[src/inc/touch_key_pkg.sv]
package touch_key_pkg;

    // Register indices; byte address is four times the index
    localparam logic [7:0] idx_time_slot_timer = 8'h00;
    localparam logic [7:0] idx_touch_control = 8'h01;
    localparam logic [7:0] idx_touch_osc_frequency = 8'h02;
    localparam logic [7:0] idx_reference_count_low = 8'h03;
    localparam logic [7:0] idx_reference_count_high = 8'h04;
    localparam logic [7:0] idx_module_base = 8'h08;
    localparam logic [7:0] idx_module_stride = 8'h08;
    localparam logic [2:0] sub_cf_count_low = 3'h0;
    localparam logic [2:0] sub_cf_count_high = 3'h1;
    localparam logic [2:0] sub_ref_capacitor_low = 3'h2;
    localparam logic [2:0] sub_ref_capacitor_high = 3'h3;
    localparam logic [2:0] sub_control_mux_freq = 3'h4;
    localparam logic [2:0] sub_control_osc_pins = 3'h5;

    // Field positions in touch_control
    localparam int bit_slot_ovf = 6;
    localparam int bit_start = 5;
    localparam int bit_cf_ovf = 4;
    localparam int bit_ref_ovf = 3;
    localparam int bit_shared_slot = 2;
    localparam logic [7:0] touch_control_mask = 8'h7f;
    localparam logic [7:0] touch_osc_frequency_mask = 8'h03;
    localparam logic [7:0] ref_capacitor_high_mask = 8'h03;
    localparam logic [7:0] control_osc_pins_mask = 8'hbf;

    // Fields in module_control_osc_pins
    localparam int bit_slot_clock_select = 7;
    localparam int bit_reference_osc_enable = 5;
    localparam int bit_key_osc_enable = 4;

    // Slot period = (slot_base - timer) * slot_prescale slot clocks
    localparam int slot_base = 256;
    localparam int slot_prescale = 32;
    localparam int slot_prescale_bits = 5;
    localparam logic [1:0] slot_sysclk_div = 2'h3;

    localparam logic [15:0] count_max = 16'hffff;
    localparam logic [7:0] reset_byte = 8'h00;

    typedef struct packed {
        logic [7:0] cf_count_low;
        logic [7:0] cf_count_high;
        logic [7:0] ref_capacitor_low;
        logic [7:0] ref_capacitor_high;
        logic [7:0] control_mux_freq;
        logic [7:0] control_osc_pins;
    } module_regs_t;

    typedef struct packed {
        logic [slot_prescale_bits-1:0] prescale;
        logic [7:0] timer;
        logic [15:0] cf_count;
        logic [1:0] key_sync1;
        logic [1:0] key_sync2;
        logic [1:0] key_prev;
    } module_meas_t;

endpackage

[src/logic/touch_key_measure.sv]
// Contract
// - Slot period is (256 - timer) times 32
// - Slot overflow sets flag, interrupt, stops oscillators
// - Slot overflow switches off all counters
// - Start low clears counters, keeps timer register
// - Start rising edge opens measurement counters
// - Any C/F overflow sets sticky flag bit4
// - Reference overflow sets sticky flag bit3
// - Shared select uses module 0 slot counter
// - Reference clock is sysclk div 1,2,4,8
// - Oscillator frequency field selects 500..2000 kHz
// - Ten-bit reference capacitor split low/high
// - Mux field picks key one to four
// - Multi-frequency enable in bit 5
// - Filter enable in bit 4
// - Hopping bit picks hardware or software frequency
// - Software frequency field eight steps 1380..2740
// - Counts read-only bytes, reset to zero
// - Unimplemented bits read zero, ignore writes
// - One register set per module
// - Slot clock from reference osc or sysclk/4
// - Separate reference and key oscillator enables
// - Pin select bits: I/O or touch input
//
// Local design decisions: the address map and register access over APB.
`timescale 1ns/10ps
module touch_key_measure #(
    parameter int modules = 3
) (
    input wire logic pclk,
    input wire logic presetn,
    input wire logic psel,
    input wire logic penable,
    input wire logic pwrite,
    input wire logic [11:0] paddr,
    input wire logic [31:0] pwdata,
    input wire logic [3:0] pstrb,
    output logic [31:0] prdata,
    output logic pready,
    output logic pslverr,
    input wire logic [modules*4-1:0] key_osc_in,
    input wire logic [modules-1:0] ref_osc_in,
    output logic [modules*4-1:0] pin_touch_mode,
    output logic [modules*2-1:0] key_mux_select,
    output logic [modules*3-1:0] osc_frequency_code,
    output logic [modules-1:0] hopping_hw_control,
    output logic [modules-1:0] multi_frequency_enable,
    output logic [modules-1:0] filter_enable,
    output logic [modules*10-1:0] ref_capacitor,
    output logic [modules-1:0] reference_osc_run,
    output logic [modules-1:0] key_osc_run,
    output logic [1:0] osc_frequency_field,
    output logic touch_interrupt_request_flag
);
    import touch_key_pkg::*;

    // Elaboration checks: the decode below assumes these shapes
    initial begin
        if (modules < 2 || modules > 3) begin
            $error("modules must be 2 or 3");
        end
        if (slot_prescale != (1 << slot_prescale_bits)) begin
            $error("slot prescaler width does not match its count");
        end
        if (slot_base != 256) begin
            $error("slot base must match the 8-bit slot timer");
        end
        // Module decode uses the low three index bits as sub-register
        if (int'(idx_module_stride) != 8) begin
            $error("module register stride must be eight");
        end
        if (int'(idx_reference_count_high) >= int'(idx_module_base)) begin
            $error("common registers overlap module registers");
        end
        if (int'(idx_module_base) + modules * int'(idx_module_stride) > 256) begin
            $error("module registers exceed the address window");
        end
        if (slot_sysclk_div != 2'h3) begin
            $error("slot clock divider must give sysclk/4");
        end
        if (count_max != 16'hffff) begin
            $error("counters are sixteen bits wide");
        end
    end

    typedef struct packed {
        logic [31:0] prdata;
        logic pready;
        logic pslverr;
        logic [7:0] time_slot_timer;
        logic [7:0] touch_control;
        logic [7:0] touch_osc_frequency;
        logic [15:0] ref_count;
        logic [2:0] sys_div;
        logic window;
        logic start_prev;
        logic irq;
        logic [modules-1:0] slot_done;
        logic [modules-1:0] key_run;
        logic [modules-1:0] ref_run;
        logic [modules*4-1:0] key_pin_s1;
        logic [modules*4-1:0] key_pin_s2;
        logic [modules-1:0] ref_pin_s1;
        logic [modules-1:0] ref_pin_s2;
        logic [modules-1:0][2:0] hop_code;
        logic [modules-1:0][2:0] freq_code;
        module_regs_t [modules-1:0] mregs;
        module_meas_t [modules-1:0] meas;
    } state_t;

    state_t r;
    state_t next_r;

    always_comb begin
        logic [7:0] idx;
        logic [7:0] rel;
        logic [7:0] wbyte;
        logic [7:0] rbyte;
        logic wr;
        logic hit;
        logic start;
        logic start_rise;
        logic ref_tick;
        logic sys4_tick;
        logic cf_ovf;
        logic ref_ovf;
        logic slot_ovf;
        logic [modules-1:0] own_ovf;
        logic [modules-1:0] slot_tick;
        logic key_rise;
        logic ref_rise;
        logic [1:0] mux;
        logic access;
        int m;
        idx = paddr[9:2];
        rel = 8'h00;
        wbyte = pwdata[7:0];
        rbyte = reset_byte;
        // An access acts only while pready is low, so a held access phase writes on every other cycle
        access = psel && penable && !r.pready;
        wr = access && pwrite && pstrb[0];
        hit = 1'b0;
        start = r.touch_control[bit_start];
        start_rise = start && !r.start_prev;
        cf_ovf = 1'b0;
        ref_ovf = 1'b0;
        slot_ovf = 1'b0;
        own_ovf = '0;
        slot_tick = '0;
        key_rise = 1'b0;
        ref_rise = 1'b0;
        mux = 2'h0;
        m = 0;
        next_r = r;
        next_r.start_prev = start;
        next_r.irq = 1'b0;
        next_r.sys_div = 3'(r.sys_div + 3'h1);
        // Oscillator pins are asynchronous: two flops before the key mux
        next_r.key_pin_s1 = key_osc_in;
        next_r.key_pin_s2 = r.key_pin_s1;
        next_r.ref_pin_s1 = ref_osc_in;
        next_r.ref_pin_s2 = r.ref_pin_s1;
        // Reference counter clock enable
        case (r.touch_control[1:0])
            2'h0: ref_tick = 1'b1;
            2'h1: ref_tick = r.sys_div[0];
            2'h2: ref_tick = &r.sys_div[1:0];
            default: ref_tick = &r.sys_div;
        endcase
        sys4_tick = (r.sys_div[1:0] == slot_sysclk_div);

        // Measurement per module
        for (m = 0; m < modules; m++) begin
            mux = r.mregs[m].control_mux_freq[7:6];
            next_r.meas[m].key_sync1 = {r.ref_pin_s2[m], r.key_pin_s2[m*4+int'(mux)]};
            next_r.meas[m].key_sync2 = r.meas[m].key_sync1;
            next_r.meas[m].key_prev = r.meas[m].key_sync2;
            key_rise = r.meas[m].key_sync2[0] && !r.meas[m].key_prev[0]
                && r.mregs[m].control_osc_pins[bit_key_osc_enable];
            ref_rise = r.meas[m].key_sync2[1] && !r.meas[m].key_prev[1]
                && r.mregs[m].control_osc_pins[bit_reference_osc_enable];
            // Slot clock source
            slot_tick[m] = r.mregs[m].control_osc_pins[bit_slot_clock_select]
                ? sys4_tick : ref_rise;
            if (r.window) begin
                if (key_rise) begin
                    next_r.meas[m].cf_count = 16'(r.meas[m].cf_count + 16'h1);
                    if (r.meas[m].cf_count == count_max) begin
                        cf_ovf = 1'b1;
                    end
                end
                if (slot_tick[m] && !r.slot_done[m]) begin
                    next_r.meas[m].prescale =
                        slot_prescale_bits'(r.meas[m].prescale + 1'b1);
                    if (&r.meas[m].prescale) begin
                        next_r.meas[m].timer = 8'(r.meas[m].timer + 8'h1);
                        own_ovf[m] = &r.meas[m].timer;
                    end
                end
            end
        end
        // Shared or per-module slot overflow
        if (r.touch_control[bit_shared_slot]) begin
            slot_ovf = own_ovf[0];
        end else begin
            // Modules on separate reference oscillators finish apart
            slot_ovf = &(r.slot_done | own_ovf);
        end
        next_r.slot_done = r.slot_done | own_ovf;
        if (r.window && ref_tick) begin
            next_r.ref_count = 16'(r.ref_count + 16'h1);
            ref_ovf = (r.ref_count == count_max);
        end

        // APB access
        next_r.pready = access;
        next_r.pslverr = 1'b0;
        if (idx < idx_module_base) begin
            hit = idx <= idx_reference_count_high;
            case (idx)
                idx_time_slot_timer: rbyte = r.time_slot_timer;
                idx_touch_control: rbyte = r.touch_control;
                idx_touch_osc_frequency: rbyte = r.touch_osc_frequency;
                idx_reference_count_low: rbyte = r.ref_count[7:0];
                idx_reference_count_high: rbyte = r.ref_count[15:8];
                default: rbyte = reset_byte;
            endcase
            if (wr) begin
                case (idx)
                    idx_time_slot_timer: next_r.time_slot_timer = wbyte;
                    idx_touch_control: begin
                        // Flags: zero clears, one
                        next_r.touch_control = wbyte & touch_control_mask;
                        next_r.touch_control[bit_slot_ovf] =
                            wbyte[bit_slot_ovf] & r.touch_control[bit_slot_ovf];
                        next_r.touch_control[bit_cf_ovf] =
                            wbyte[bit_cf_ovf] & r.touch_control[bit_cf_ovf];
                        next_r.touch_control[bit_ref_ovf] =
                            wbyte[bit_ref_ovf] & r.touch_control[bit_ref_ovf];
                    end
                    idx_touch_osc_frequency:
                        next_r.touch_osc_frequency = wbyte & touch_osc_frequency_mask;
                    default: ;
                endcase
            end
        end else begin
            rel = 8'(idx - idx_module_base);
            for (m = 0; m < modules; m++) begin
                if (rel[7:3] == 5'(m)) begin
                    hit = rel[2:0] <= sub_control_osc_pins;
                    case (rel[2:0])
                        sub_cf_count_low: rbyte = r.meas[m].cf_count[7:0];
                        sub_cf_count_high: rbyte = r.meas[m].cf_count[15:8];
                        sub_ref_capacitor_low: rbyte = r.mregs[m].ref_capacitor_low;
                        sub_ref_capacitor_high: rbyte = r.mregs[m].ref_capacitor_high;
                        sub_control_mux_freq: rbyte = r.mregs[m].control_mux_freq;
                        sub_control_osc_pins: rbyte = r.mregs[m].control_osc_pins;
                        default: rbyte = reset_byte;
                    endcase
                    if (wr) begin
                        case (rel[2:0])
                            sub_ref_capacitor_low:
                                next_r.mregs[m].ref_capacitor_low = wbyte;
                            sub_ref_capacitor_high:
                                next_r.mregs[m].ref_capacitor_high =
                                    wbyte & ref_capacitor_high_mask;
                            sub_control_mux_freq:
                                next_r.mregs[m].control_mux_freq = wbyte;
                            sub_control_osc_pins:
                                next_r.mregs[m].control_osc_pins =
                                    wbyte & control_osc_pins_mask;
                            default: ;
                        endcase
                    end
                end
            end
        end
        if (access) begin
            next_r.prdata = {24'h0, rbyte};
            next_r.pslverr = !hit;
        end

        // Window control; hardware set wins over software clear
        if (cf_ovf) begin
            next_r.touch_control[bit_cf_ovf] = 1'b1;
        end
        if (ref_ovf) begin
            next_r.touch_control[bit_ref_ovf] = 1'b1;
        end
        if (!start) begin
            next_r.window = 1'b0;
            next_r.slot_done = '0;
            next_r.ref_count = 16'h0;
            for (m = 0; m < modules; m++) begin
                next_r.meas[m].cf_count = 16'h0;
                next_r.meas[m].prescale = '0;
            end
        end else if (start_rise) begin
            next_r.window = 1'b1;
            next_r.slot_done = '0;
            for (m = 0; m < modules; m++) begin
                next_r.meas[m].timer = r.time_slot_timer;
            end
        end else if (r.window && slot_ovf) begin
            next_r.window = 1'b0;
            next_r.touch_control[bit_slot_ovf] = 1'b1;
            next_r.irq = 1'b1;
        end

        // Run enables and frequency codes are registered for the pads
        for (m = 0; m < modules; m++) begin
            next_r.key_run[m] = next_r.window
                && next_r.mregs[m].control_osc_pins[bit_key_osc_enable];
            next_r.ref_run[m] = next_r.window
                && next_r.mregs[m].control_osc_pins[bit_reference_osc_enable];
            // Hardware hopping steps to the next code after each window
            if (r.window && !next_r.window) begin
                next_r.hop_code[m] = 3'(r.hop_code[m] + 3'h1);
            end
            if (next_r.mregs[m].control_mux_freq[3]) begin
                next_r.freq_code[m] = next_r.hop_code[m];
            end else begin
                next_r.freq_code[m] = next_r.mregs[m].control_mux_freq[2:0];
            end
        end
    end

    always_ff @(posedge pclk or negedge presetn) begin
        if (!presetn) begin
            r <= '0;
        end else begin
            r <= next_r;
        end
    end

    // Outputs straight from state flops
    always_comb begin
        int m;
        prdata = r.prdata;
        pready = r.pready;
        pslverr = r.pslverr;
        osc_frequency_field = r.touch_osc_frequency[1:0];
        touch_interrupt_request_flag = r.irq;
        for (m = 0; m < modules; m++) begin
            pin_touch_mode[m*4 +: 4] = r.mregs[m].control_osc_pins[3:0];
            key_mux_select[m*2 +: 2] = r.mregs[m].control_mux_freq[7:6];
            osc_frequency_code[m*3 +: 3] = r.freq_code[m];
            hopping_hw_control[m] = r.mregs[m].control_mux_freq[3];
            multi_frequency_enable[m] = r.mregs[m].control_mux_freq[5];
            filter_enable[m] = r.mregs[m].control_mux_freq[4];
            ref_capacitor[m*10 +: 10] =
                {r.mregs[m].ref_capacitor_high[1:0], r.mregs[m].ref_capacitor_low};
            // Oscillators stop when the window closes
            reference_osc_run[m] = r.ref_run[m];
            key_osc_run[m] = r.key_run[m];
        end
    end

endmodule // touch_key_measure

[config.mk]
export PLATFORM = sky130hd
export DESIGN_NAME = touch_key_measure
export DESIGN_NICKNAME = d
export VERILOG_FILES = /design/src/inc/touch_key_pkg.sv /design/src/logic/touch_key_measure.sv
export SDC_FILE = /design/constraint.sdc
export NUM_CORES = 1
export LEC_CHECK = 0
export BUFFER_PORTS_ARGS = -buffer_cell sky130_fd_sc_hd__buf_2
export CAP_MARGIN = 20
export CORE_ASPECT_RATIO = 1.75
export CORE_UTILIZATION = 45
export DETAILED_ROUTE_END_ITERATION = 8
export PLACE_DENSITY = 0.75
export SYNTH_ARGS = -nofsm -noshare
export SYNTH_HDL_FRONTEND = slang
export SYNTH_SLANG_ARGS = --single-unit
[constraint.sdc]
create_clock -name pclk -period 2.3 [get_ports pclk]
set_input_delay 0.23 -clock pclk [delete_from_list [all_inputs] [get_ports pclk]]
set_output_delay 0.23 -clock pclk [all_outputs]
set_load 0.03 [all_outputs]
==> impl_metrics.json <==
{
  "stdcell_area_sq_um": 16100,
  "drt_iter0_markers": 627,
  "dr.pass1.iters": 5,
  "critPathArrivalTime_ns": 2.93,
  "syn_area_sq_um": 14100,
  "finalPower_uw": 10400,
  "antenna_found_initial": 0,
  "routed_wl_um": 37400,
  "final_util_pct": 52.2,
  "wl_met1_um": 13600,
  "yosysSeqAreaShare_pct": 50.7,
  "place_area_sq_um": 15000,
  "start_kind": "flip-flop",
  "drv_slew": 0,
  "violations": "setup timing",
  "synth_cell_type_count": 74,
  "period_minus_slack_ns": 2.49,
  "synth_ff_type": "dfrtp_1",
  "period_share_pct": 108,
  "async_flop_share_pct": 100,
  "row_count": 85,
  "avgSynthCellArea_sq_um": 11.4,
  "worstSkewPairLatency_ns": 0.56,
  "wl_met2_um": 19700,
  "fin_ws_ns": -0.190,
  "cp_slowest_cell": "dfrtp_1",
  "status": "finished with violations",
  "coreArea_sq_um": 30800,
  "finClkSkew_ns": 0.0116,
  "antenna_cells": 0,
  "via_per_inst": 5.58,
  "grt_max_degree": 66,
  "cpPeakStageDelay_ns": 0.36,
  "synth_seq_cells": 286,
  "slew_headroom_pct": 64.4,
  "max-vdd-ir-drop_v": 0.000627,
  "rsz0062_at_grt": "yes",
  "ys_warn_count": 0,
  "gp_congestion": 0.995,
  "fmax_ghz": 0.402,
  "grt_usage_pct": 24.0,
  "clockRootBuffer": "clkbuf_16",
  "dp_cells": 1699,
  "route.met3.wl_um": 1630,
  "setup_viol": 9,
  "power_density_nw_per_um2": 648,
  "path_class": "reg -> reg",
  "detail-route-antenna-nets": 0,
  "die_h_um": 236,
  "nFillCells": 2684,
  "syn_inst": 1234,
  "leakage_uw": 0.00765,
  "cts_tree": "built",
  "start_util_pct": 45.8,
  "area_growth_pct": 14.1,
  "finalHoldViolCount": 0,
  "final_cells": 1761,
  "wl_per_cell_um": 21.3,
  "nets": 1439,
  "cp_cell_sequence": "ha_2 > and3_4 > ha_4 > and4_1 > o2111ai_2 > mux2i_2 > a41oi_2 > buf_12 > mux2_4 > mux2_4",
  "synth.top_cell.area_share_pct": 50.7,
  "worstPathRequired_ns": 2.74,
  "end_kind": "flip-flop",
  "synthTopCellsByArea": "dfrtp_1 51%, mux2_2 8.6%, buf_4 5.7%",
  "worst_slew_pin_slew_ns": 0.534,
  "vias": 9830,
  "grt_overflow": 0,
  "critPathMaxFanout": 12,
  "path_common_cell": "mux2_4",
  "top_layer": "met4",
  "grt_first_pass_wirelength_um": 58000,
  "clock_sinks": 286,
  "h-tree-depth": 1,
  "clockBufferDepth": 3,
  "cts_made_buffers": 25,
  "cap_violations": 0,
  "grt_pass1_vias": 10300,
  "hpwl_um": 28000,
  "hp-class": "in -> reg",
  "die_area_sq_um": 32100,
  "path_clk_slew_ns": 0.07,
  "synth_edf_count": 0,
  "io_buffer_count": 121,
  "ios": 177,
  "die_w_um": 136,
  "drive_gt1_share_pct": 29.3,
  "hold_slack_ns": 0.144,
  "yosysTopAreaCell": "dfrtp_1",
  "drcViolationCount": 0
}
==> synth_stat cells (all sizes together) (3+ instances only) <==
cell	number
a211oi	4
a21boi	7
a21oi	41
a221oi	3
a22oi	25
a31oi	9
a32oi	3
and2	70
and3	19
and4	7
and4b	3
buf	125
clkbuf	30
dfrtp	286
ha	18
inv	16
mux2	110
mux2i	29
mux4	13
nand2	68
nand2b	3
nand3	38
nand4	24
nand4b	3
nor2	70
nor2b	25
nor3	11
nor4	4
o21ai	29
o221ai	5
o22a	5
o2bb2ai	3
or2	3
or3	9
xnor2	58
xor2	28
==> critical path, delay by kind of cell, from the launching register on <==
family,cells,cell delay [ns]
AOI/OAI and AO/OA,2,0.31
and+or+nand+nor,2,0.39
muxes,3,0.79
adders and majority gates,2,0.32
DFF,1,0.36
buffers and inverters,1,0.19
==> kinds of logic (layout without fill, tap and decap cells) <==
logic type | after synthesis | after routing | synth area share [%]
DFF | 286 | 286 | 50.7
other | 1 | 24 | 0.0266
xor gates and xnor gates | 86 | 86 | 5.34
buffers and inverters | 172 | 285 | 7.60
AOI/OAI and AO/OA | 154 | 154 | 7.59
adders and majority gates | 18 | 18 | 1.60
and+or+nand+nor | 365 | 365 | 14.2
muxes | 152 | 152 | 13.0
==> state kept, by name (all words and copies together) (netlist names), 6 cells and up <==
register	cells
ref_capacitor	30
osc_frequency_code	9
next_r	31
key_mux_select	6
pin_touch_mode	12
r	170
prdata	8
==> what timing repair did <==
| action | CTS | global route |
|---|---|---|
| hold endpoints to repair | 73 | 0 |
| gates resized for setup | 1 | 6 |
| hold buffers | 16 | 0 |
| pin swaps | 1 | 1 |
| setup buffers | 2 | 0 |
| setup endpoints to repair | 15 | 37 |
==> per-stage QoR <==
step,TNS (ns),worst slack (ns)
after global placement,-0.318,-0.0846
after detailed placement,-0.784,-0.157
after global routing,-2.30,-0.263
after CTS,-0.847,-0.167
after floorplan,-0.0229,-0.0229
final,-1.06,-0.190
==> cell type report <==
class | count | area [sq um] | area share, %
flip-flops and latches | 286 | 7160 | 44.5
multi-input cells | 799 | 6030 | 37.5
inverters | 17 | 63.8 | 0.396
repair buffers | 224 | 1500 | 9.34
well taps | 391 | 489 | 3.04
clock inverters | 9 | 138 | 0.855
clock buffers | 35 | 713 | 4.43
==> cells in the final DEF, fill, tap and decap left out, types with 24 or more instances in the layout <==
| cell | netlist | final |
|---|---|---|
| mux2i_1 | 29 | 28 |
| and2_1 | 68 | 68 |
| a22oi_1 | 25 | 25 |
| clkbuf_16 | 0 | 25 |
| buf_4 | 108 | 81 |
| mux2_2 | 108 | 107 |
| a21oi_1 | 41 | 41 |
| nor2_1 | 67 | 66 |
| xnor2_1 | 58 | 57 |
| nand3_1 | 37 | 37 |
| nand2_1 | 65 | 65 |
| nor2b_1 | 25 | 25 |
| conb_1 | 1 | 24 |
| xor2_1 | 28 | 28 |
| dfrtp_1 | 286 | 286 |
| o21ai_0 | 29 | 29 |
| buf_2 | 11 | 120 |
==> worst paths after layout <==
| path | startpoint | to | slack [ns] | depth (start not counted) |
|---|---|---|---|---|
| min in group asynchronous | presetn | r[43]$_DFFE_PN0P_ | 0.20 | 2 |
| worst min-delay path | paddr[9] | pslverr$_DFF_PN0_ | 0.14 | 2 |
| worst max register to register | r[30]$_DFFE_PN0P_ | osc_frequency_code[1]$_DFF_PN0_ | -0.19 | 10 |
| worst max-delay path | r[30]$_DFFE_PN0P_ | osc_frequency_code[1]$_DFF_PN0_ | -0.19 | 10 |
| worst min register to register | next_r[280]$_DFF_PN0_ | r[280]$_DFF_PN0_ | 0.34 | 0 |
| max in group asynchronous | presetn | next_r[73]$_DFF_PN0_ | 1.35 | 3 |
==> per-layer routing <==
metal | up-vias | GRT usage (%)
met5 | - | 0
met1 | 4942 | 26.2
li1 | 4445 | -
met4 | 0 | 15.0
met3 | 120 | 3.27
met2 | 323 | 43.2
==> report_power, final <==
part,internal [uW],switching [uW],leakage (uW),total (uW)
Sequential,5180,114,0.00384,5290
Combinational,255,480,0.00340,735
Clock,2510,1900,0.000418,4410
Total,7940,2490,0.00765,10400
Note: power is estimated with default switching activity, not from simulation.
